`src/hdl/cte_pkg.sv`:
```
// constants and types shared by the transmit error state block
package cte_pkg;
    // register widths, reset values and the message status read opcode
    localparam int TEC_W = 8;
    localparam logic [7:0] TEC_RESET = 8'h00;
    localparam logic [7:0] OPC_MSG_STATUS = 8'hda;
    // error state thresholds
    localparam logic [8:0] WARN_MIN = 9'h060;     // 96
    localparam logic [8:0] PASSIVE_MIN = 9'h080;  // 128
    localparam logic [8:0] BUS_DISCONNECTED_FLAG_MIN = 9'h100;   // above 255
    // count steps of fault confinement
    localparam logic [8:0] TX_ERR_STEP = 9'h008;
    localparam logic [8:0] TX_OK_STEP = 9'h001;
    // bus-off recovery: 128 runs of 11 recessive bits
    localparam logic [3:0] RUN_BITS = 4'hb;
    localparam logic [7:0] RUN_COUNT = 8'h80;
    // bit positions in status flag and error registers
    localparam int STATUS_FLAG_REGISTER_WARN_BIT = 0;
    localparam int STATUS_FLAG_REGISTER_PASSIVE_BIT = 1;
    localparam int STATUS_FLAG_REGISTER_BUS_DISCONNECTED_FLAG_BIT = 2;
    localparam int ERR_TXPASSIVE_BIT = 0;
    localparam int ERR_BUS_DISCONNECTED_FLAG_BIT = 1;
    // message status layout
    localparam int MSGST_HIT_LSB = 4;
    localparam int MSGST_TX_LSB = 0;
    typedef enum logic [1:0] {CTE_ACTIVE, CTE_PASSIVE, CTE_BUS_DISCONNECTED_FLAG} cte_state_e;
endpackage : cte_pkg

```
`src/hdl/cte_rec_if.sv`:
```
// carrier between the state logic and the recovery counter
`timescale 1ns/1ns
`default_nettype none
interface cte_rec_if;
    logic arm;
    logic bit_tick;
    logic recessive;
    logic done;
    modport ctl (output arm, output bit_tick, output recessive, input done);
    modport cnt (input arm, input bit_tick, input recessive, output done);
endinterface : cte_rec_if
`default_nettype wire

```
`src/hdl/cte_recovery.sv`:
```
// counter of recessive runs that ends bus-off
`timescale 1ns/1ns
`default_nettype none
module cte_recovery (
    input wire logic i_ref_clk,
    input wire logic i_rst_b,
    cte_rec_if.cnt rec
);
    logic [3:0] bit_run;
    logic [7:0] run_cnt;

    // count recessive bits; a dominant bit restarts the current run
    always_ff @(posedge i_ref_clk) begin
        if (!i_rst_b || !rec.arm) begin
            bit_run <= 4'h0;
            run_cnt <= 8'h00;
        end else if (rec.bit_tick) begin
            if (!rec.recessive) begin
                bit_run <= 4'h0;
            end else if (bit_run == cte_pkg::RUN_BITS - 4'h1) begin
                bit_run <= 4'h0;
                if (run_cnt != cte_pkg::RUN_COUNT) begin
                    run_cnt <= run_cnt + 8'h01;
                end
            end else begin
                bit_run <= bit_run + 4'h1;
            end
        end
    end

    assign rec.done = (run_cnt == cte_pkg::RUN_COUNT);
endmodule // cte_recovery
`default_nettype wire

```
`src/hdl/cte_tx_error_state.sv`:
```
// transmit error count, error state flags and message status
`timescale 1ns/1ns
`default_nettype none
module cte_tx_error_state (
    input wire logic i_ref_clk,
    input wire logic i_rst_b,
    input wire logic i_tx_error,
    input wire logic i_tx_success,
    input wire logic i_count_wr,
    input wire logic [7:0] i_count_wdata,
    input wire logic i_host_recover,
    input wire logic i_auto_recovery_enable,
    input wire logic i_warning_irq_enable,
    input wire logic i_passive_irq_enable,
    input wire logic i_bus_disconnected_irq_enable,
    input wire logic i_bit_tick,
    input wire logic i_rx_bit,
    input wire logic [7:0] i_filter_match,
    input wire logic i_rx_valid,
    input wire logic [3:0] i_tx_status,
    input wire logic [7:0] i_rd_opcode,
    output logic [7:0] o_transmit_error_count,
    output logic [2:0] o_status_flag_register,
    output logic [1:0] o_error_register,
    output logic [7:0] o_message_status,
    output logic [7:0] o_rd_data,
    output logic o_irq
);
    cte_pkg::cte_state_e state;
    cte_pkg::cte_state_e next_state;
    logic [8:0] count9;
    logic [8:0] next_count9;
    logic [3:0] hit;
    logic [3:0] next_hit;
    logic [3:0] tx_status_q;
    logic rx_meta;
    logic rx_sync;
    logic recover_now;
    logic [7:0] msg_word;
    cte_rec_if rec ();

    // lowest index match wins, leading one marks a hit
    function automatic logic [3:0] hit_code(input logic [7:0] m);
        logic [3:0] r;
        r = 4'h0;
        for (int i = 7; i >= 0; i--) begin
            if (m[i]) begin
                r = {1'b1, 3'(i)};
            end
        end
        return r;
    endfunction

    // error band of a count; shared by the write path and the event path
    function automatic cte_pkg::cte_state_e band_of(input logic [8:0] c);
        cte_pkg::cte_state_e s;
        if (c >= cte_pkg::BUS_DISCONNECTED_FLAG_MIN) begin
            s = cte_pkg::CTE_BUS_DISCONNECTED_FLAG;
        end else if (c >= cte_pkg::PASSIVE_MIN) begin
            s = cte_pkg::CTE_PASSIVE;
        end else begin
            s = cte_pkg::CTE_ACTIVE;
        end
        return s;
    endfunction

    // bus level comes from the pin side, so synchronise it first
    always_ff @(posedge i_ref_clk) begin
        if (!i_rst_b) begin
            rx_meta <= 1'b1;
            rx_sync <= 1'b1;
        end else begin
            rx_meta <= i_rx_bit;
            rx_sync <= rx_meta;
        end
    end

    // fault confinement steps; saturate at the bus-off boundary
    always_comb begin
        next_count9 = count9;
        if (i_tx_error) begin
            next_count9 = count9 + cte_pkg::TX_ERR_STEP;
        end else if (i_tx_success && count9 != 9'h000) begin
            next_count9 = count9 - cte_pkg::TX_OK_STEP;
        end
        if (next_count9 > cte_pkg::BUS_DISCONNECTED_FLAG_MIN) begin
            next_count9 = cte_pkg::BUS_DISCONNECTED_FLAG_MIN;
        end
    end

    // count register; host test write has priority over bus events
    always_ff @(posedge i_ref_clk) begin
        if (!i_rst_b) begin
            count9 <= {1'b0, cte_pkg::TEC_RESET};
        end else if (i_count_wr) begin
            count9 <= {1'b0, i_count_wdata};
        end else if (state == cte_pkg::CTE_BUS_DISCONNECTED_FLAG) begin
            // bus-off holds the count until a recovery clears it
            if (recover_now) begin
                count9 <= 9'h000;
            end
        end else begin
            count9 <= next_count9;
        end
    end

    // recovery only counts in bus-off: enabled auto recovery, or the host
    assign recover_now = (i_auto_recovery_enable && rec.done) || i_host_recover;

    // next error state; a host write outranks a recovery, as it does for the count
    always_comb begin
        next_state = state;
        unique case (state)
            cte_pkg::CTE_BUS_DISCONNECTED_FLAG: begin
                if (i_count_wr) begin
                    next_state = band_of({1'b0, i_count_wdata});
                end else if (recover_now) begin
                    next_state = cte_pkg::CTE_ACTIVE;
                end
            end
            default: begin
                if (i_count_wr) begin
                    next_state = band_of({1'b0, i_count_wdata});
                end else begin
                    next_state = band_of(next_count9);
                end
            end
        endcase
    end

    // error state register; state and count move on the same edge
    always_ff @(posedge i_ref_clk) begin
        if (!i_rst_b) begin
            state <= cte_pkg::CTE_ACTIVE;
        end else begin
            state <= next_state;
        end
    end

    // recovery counter runs only while bus-off with auto recovery on
    assign rec.arm = (state == cte_pkg::CTE_BUS_DISCONNECTED_FLAG) && i_auto_recovery_enable;
    assign rec.bit_tick = i_bit_tick;
    assign rec.recessive = rx_sync;

    cte_recovery u_recovery (
        .i_ref_clk(i_ref_clk),
        .i_rst_b(i_rst_b),
        .rec(rec)
    );

    // filter hit latched per valid message, tx status sampled each cycle
    always_comb begin
        next_hit = hit_code(i_filter_match);
    end

    always_ff @(posedge i_ref_clk) begin
        if (!i_rst_b) begin
            hit <= 4'h0;
            tx_status_q <= 4'h0;
        end else begin
            if (i_rx_valid) begin
                hit <= next_hit;
            end
            tx_status_q <= i_tx_status;
        end
    end

    // message status word as the host reads it
    assign msg_word = {hit, tx_status_q};

    // flags follow the state; in bus-off the low count byte reads zero
    always_ff @(posedge i_ref_clk) begin
        if (!i_rst_b) begin
            o_transmit_error_count <= cte_pkg::TEC_RESET;
            o_status_flag_register <= 3'h0;
            o_error_register <= 2'h0;
            o_message_status <= 8'h00;
        end else begin
            o_transmit_error_count <= count9[7:0];
            o_status_flag_register[cte_pkg::STATUS_FLAG_REGISTER_WARN_BIT] <=
                (state == cte_pkg::CTE_ACTIVE) && (count9 >= cte_pkg::WARN_MIN);
            o_status_flag_register[cte_pkg::STATUS_FLAG_REGISTER_PASSIVE_BIT] <=
                (state == cte_pkg::CTE_PASSIVE);
            o_status_flag_register[cte_pkg::STATUS_FLAG_REGISTER_BUS_DISCONNECTED_FLAG_BIT] <=
                (state == cte_pkg::CTE_BUS_DISCONNECTED_FLAG);
            o_error_register[cte_pkg::ERR_TXPASSIVE_BIT] <=
                (state == cte_pkg::CTE_PASSIVE);
            o_error_register[cte_pkg::ERR_BUS_DISCONNECTED_FLAG_BIT] <=
                (state == cte_pkg::CTE_BUS_DISCONNECTED_FLAG);
            o_message_status <= msg_word;
        end
    end

    // read port: message status opcode, otherwise the count
    always_ff @(posedge i_ref_clk) begin
        if (!i_rst_b) begin
            o_rd_data <= 8'h00;
        end else begin
            o_rd_data <= (i_rd_opcode == cte_pkg::OPC_MSG_STATUS)
                ? msg_word : count9[7:0];
        end
    end

    // interrupt built from the registered flags, so it trails them by one edge
    always_ff @(posedge i_ref_clk) begin
        if (!i_rst_b) begin
            o_irq <= 1'b0;
        end else begin
            o_irq <= (o_status_flag_register[cte_pkg::STATUS_FLAG_REGISTER_WARN_BIT] && i_warning_irq_enable)
                || (o_status_flag_register[cte_pkg::STATUS_FLAG_REGISTER_PASSIVE_BIT] && i_passive_irq_enable)
                || (o_status_flag_register[cte_pkg::STATUS_FLAG_REGISTER_BUS_DISCONNECTED_FLAG_BIT]
                    && i_bus_disconnected_irq_enable);
        end
    end
endmodule // cte_tx_error_state
`default_nettype wire

```
`config.mk`:
```
export PLATFORM = sky130hd
export DESIGN_NAME = cte_tx_error_state
export DESIGN_NICKNAME = d
export VERILOG_FILES = /design/src/hdl/cte_pkg.sv /design/src/hdl/cte_rec_if.sv /design/src/hdl/cte_recovery.sv /design/src/hdl/cte_tx_error_state.sv
export SDC_FILE = /design/constraint.sdc
export NUM_CORES = 1
export LEC_CHECK = 0
export BUFFER_PORTS_ARGS = -buffer_cell sky130_fd_sc_hd__buf_2
export CAP_MARGIN = 20
export CORE_ASPECT_RATIO = 1.75
export CORE_MARGIN = 2
export CORE_UTILIZATION = 40
export DETAILED_ROUTE_END_ITERATION = 12
export PLACE_DENSITY_LB_ADDON = 0.3
export SKIP_LAST_GASP = 1
export SYNTH_ARGS = -nofsm -noshare
export SYNTH_HDL_FRONTEND = slang
export SYNTH_SLANG_ARGS = --single-unit
export TNS_END_PERCENT = 30
```
`constraint.sdc`:
```
create_clock -name i_ref_clk -period 2.4 [get_ports i_ref_clk]
set_clock_uncertainty 0.2 [all_clocks]
set_input_delay 0.36 -clock i_ref_clk [delete_from_list [all_inputs] [get_ports i_ref_clk]]
set_output_delay 0.36 -clock i_ref_clk [all_outputs]
set_load 0.01 [all_outputs]
```
==> results.ini <==
[worst_setup_path]
critPathLaunch = count9[0]
path_cells = inv_2, ha_1, or4b_4, nor3_4, o211ai_4, or3_1, a21oi_1
r2r-start = count9[0]
cp_slowest_cell = or4b_4
max_stage_delay_ps = 520
critPathBufInv = 1
crit_end = count9[2]
cp_top_family = simple AND/OR/NAND/NOR gates
cp-end-kind = flop
ff2ff_path_depth = 7
cp.required_ps = 2460
startpoint_type = flop
cp_max_fo = 6
worstReg2RegEnd = count9[2]
worst_ep_arrival_time_ps = 2300
r2r_slack_ps = 160
path_depth = 7
crit_type = reg2reg

[grt]
grt.met1_usage_pct = 18.7
globalRouteMet3Util_pct = 5.86
gr-usage-all-layers_pct = 19.2
busiest_layer = met2
grt_max_degree = 24
grt_overflow = 0
met2_usage_pct = 33.9
grt_pass1_wl_mm = 10.6
antenna_found_initial = 0
grt_pass1_vias = 2383

[sta]
slew_headroom_pct = 49.7
finalHoldViolCount = 0
fin_setup_tns_ps = 0
drv_slew = 0
setup_slack_ps = 161
rsz0062_at_grt = no
max_freq_mhz = 447
post-route-period-util_pct = 93.3
period_needed_ps = 2240
worst_pin_slew_ps = 748
setup_viol = 0

[floorplan]
start_util_pct = 40.9
die_w_um = 65.4
fp.dieArea_mm2 = 0.00728
ios = 71
row_count = 39
core_area_mm2 = 0.00644
die_h_um = 111

[synth]
seq_area_frac_synth_pct = 46.3
syn_inst = 294
synth_area_mm2 = 0.00264
synth_nets = 342
avgSynthCellArea_um2 = 8.96
synth-edff-count = 0
ys_async_sr_fraction_pct = 0
yosysWarnings = 0
netlist-cell-type-count = 51
synth_ff_type = dfxtp_1
synth-seq-cells = 61

[detailed_routing]
totalWireLength_mm = 6.51
dr.pass1.iters = 4
drtAntennaViolNets = 0
drt_iter0_markers = 144
viasPerCell = 5.28
vias = 2425
wire_per_inst_um = 14.2
drc = 0

[layout]
finalNetCount = 420
nFillCells = 638
multi_input_area_mm2 = 0.00128
syn_to_final_growth_pct = 30.6
diodes = 0
fin_util_pct = 53.4
stdcell_area_mm2 = 0.00344
seqCellArea_mm2 = 0.00122
drive_above_1_share_pct = 28.1

[cts]
tritoncts = built
clk_transition_reported_paths_ps = 50
insertion_delay_ps = 320
cts_buffers = 9
cts.sinks = 61
clock_tree.root_cell = clkbuf_16
cts.htree.levels = 3
clk_path_buf_depth = 2
cts_setup_buffers = 0

[placement]
portBuffers = 70
place_area_mm2 = 0.00307
dp_slack_ps = 63.5
gp_congestion = 0.850
dp_hpwl_mm = 4.94

[power]
p_total_w = 0.00284
p_leak_nw = 1.51
peakVddDrop_mv = 0.594
power-per-cell-area_mw_per_mm2 = 824

[flow_run]
cap_violations = 0

[worst_hold_path]
min_path_type = in2reg

[outcome]
status = finished, final reports clean

==> flip-flops by register name (all words and copies together), names as in the netlist <==
name and cells:
count9 9, o_message_status 8, o_rd_data 8, o_transmit_error_count 8, u_recovery.run_cnt 8, hit 4
tx_status_q 4, u_recovery.bit_run 4, o_status_flag_register 3, state 2, o_irq 1, rec.recessive 1
rx_meta 1
==> cells in the mapped netlist, types with 2 or more instances <==
cell type / count / area share (%)
clkbuf_8: 2 / 1.0
nor2_1: 42 / 6.0
nor2b_1: 4 / 0.95
xor2_1: 5 / 1.7
o21bai_1: 2 / 0.57
and2_1: 12 / 2.8
nor4_1: 5 / 1.2
nor4b_1: 3 / 1.0
a22oi_1: 7 / 2.0
ha_1: 7 / 3.3
clkbuf_1: 4 / 0.57
a21oi_1: 20 / 3.8
buf_4: 3 / 0.85
a311o_2: 2 / 0.85
o2bb2ai_1: 3 / 1.0
xnor2_1: 3 / 1.0
nand3b_1: 3 / 0.85
and3_1: 3 / 0.71
nor3_1: 5 / 0.95
nand2b_1: 6 / 1.4
o21ai_0: 13 / 2.5
nand4_1: 3 / 0.71
a211oi_1: 7 / 2.0
o21a_1: 2 / 0.57
or3_2: 2 / 0.57
nand2_1: 14 / 2.0
nand3_1: 7 / 1.3
or3_1: 3 / 0.71
dfxtp_1: 61 / 46
nor3b_1: 4 / 1.1
inv_1: 17 / 2.4
==> cells by family (layout without fill, tap and decap cells) <==
family	after synthesis	after routing	share of synthesized area (%)
AO/OA/AOI/OAI	68	68	17.3
flip-flops	61	61	46.3
XOR/XNOR	8	8	2.66
buffers and inverters	28	111	5.46
AND/OR/NAND/NOR	122	122	24.9
adder cells (fa/ha/maj)	7	7	3.32
==> through the flow <==
stage,hold slack [ps],cells
after floorplan,186,294
after global placement,195,443
after detailed placement,195,443
after CTS,36.9,459
after global routing,39.0,459
final,39.2,459
==> what timing repair did <==
| item | in CTS | in global routing |
|---|---|---|
| endpoints found under the setup margin | 0 | 7 |
| resized for setup | 0 | 3 |
| hold buffers | 0 | 0 |
==> cell usage in the layout, fill, tap and decap left out, types with 3 or more instances in the layout <==
master and count:
buf_4 8, nand2_1 14, o21ai_0 13, or3_1 3, nor2_1 42, nand3_1 7, a22oi_1 7, o2bb2ai_1 3
clkbuf_16 9, a21oi_1 20, xnor2_1 3, nand4_1 3, dfxtp_1 61, ha_1 7, and2_1 12, buf_2 70
nor3_1 5, nand2b_1 6, nor2b_1 4, nor3b_1 4, and3_1 3, inv_1 16, a211oi_1 7, nand3b_1 3
xor2_1 5, nor4_1 5, bufinv_16 3
==> worst min path at each step <==
| stage | start | end | slack [ps] | cells past startpoint |
|---|---|---|---|---|
| after global routing | i_tx_status[1] | tx_status_q[1] | 40 | 2 |
| after detailed placement | rx_meta | rec.recessive | 190 | 1 |
| after global placement | rx_meta | rec.recessive | 200 | 1 |
| final | i_rx_bit | rx_meta | 40 | 2 |
| after CTS | i_rx_bit | rx_meta | 40 | 2 |
| after floorplan | rx_meta | rec.recessive | 190 | 1 |
==> power breakdown <==
part | internal [W] | leakage, nW | total, W | switching (W)
Clock | 0.00107 | 0.172 | 0.00151 | 0.000437
Combinational | 0.000111 | 0.838 | 0.000243 | 0.000132
Sequential | 0.00106 | 0.499 | 0.00109 | 0.0000301
==> final cells by class <==
cell class	instances	share of cell area [%]
clock buffer	11	7.34
clock inverter	5	3.09
multi-input combinational	205	37.3
timing repair buffer	78	11.9
tap	82	2.98
inverter	17	1.85
sequential	61	35.5
==> metal layers <==
| layer | part of all wire (%) | routed length, um |
|---|---|---|
| met1 | 35 | 2310 |
| met2 | 54 | 3530 |
| met3 | 5.7 | 371 |
| met4 | 4.7 | 304 |
| met5 | 0 | 0 |
Power figures use the tool's default switching activity.
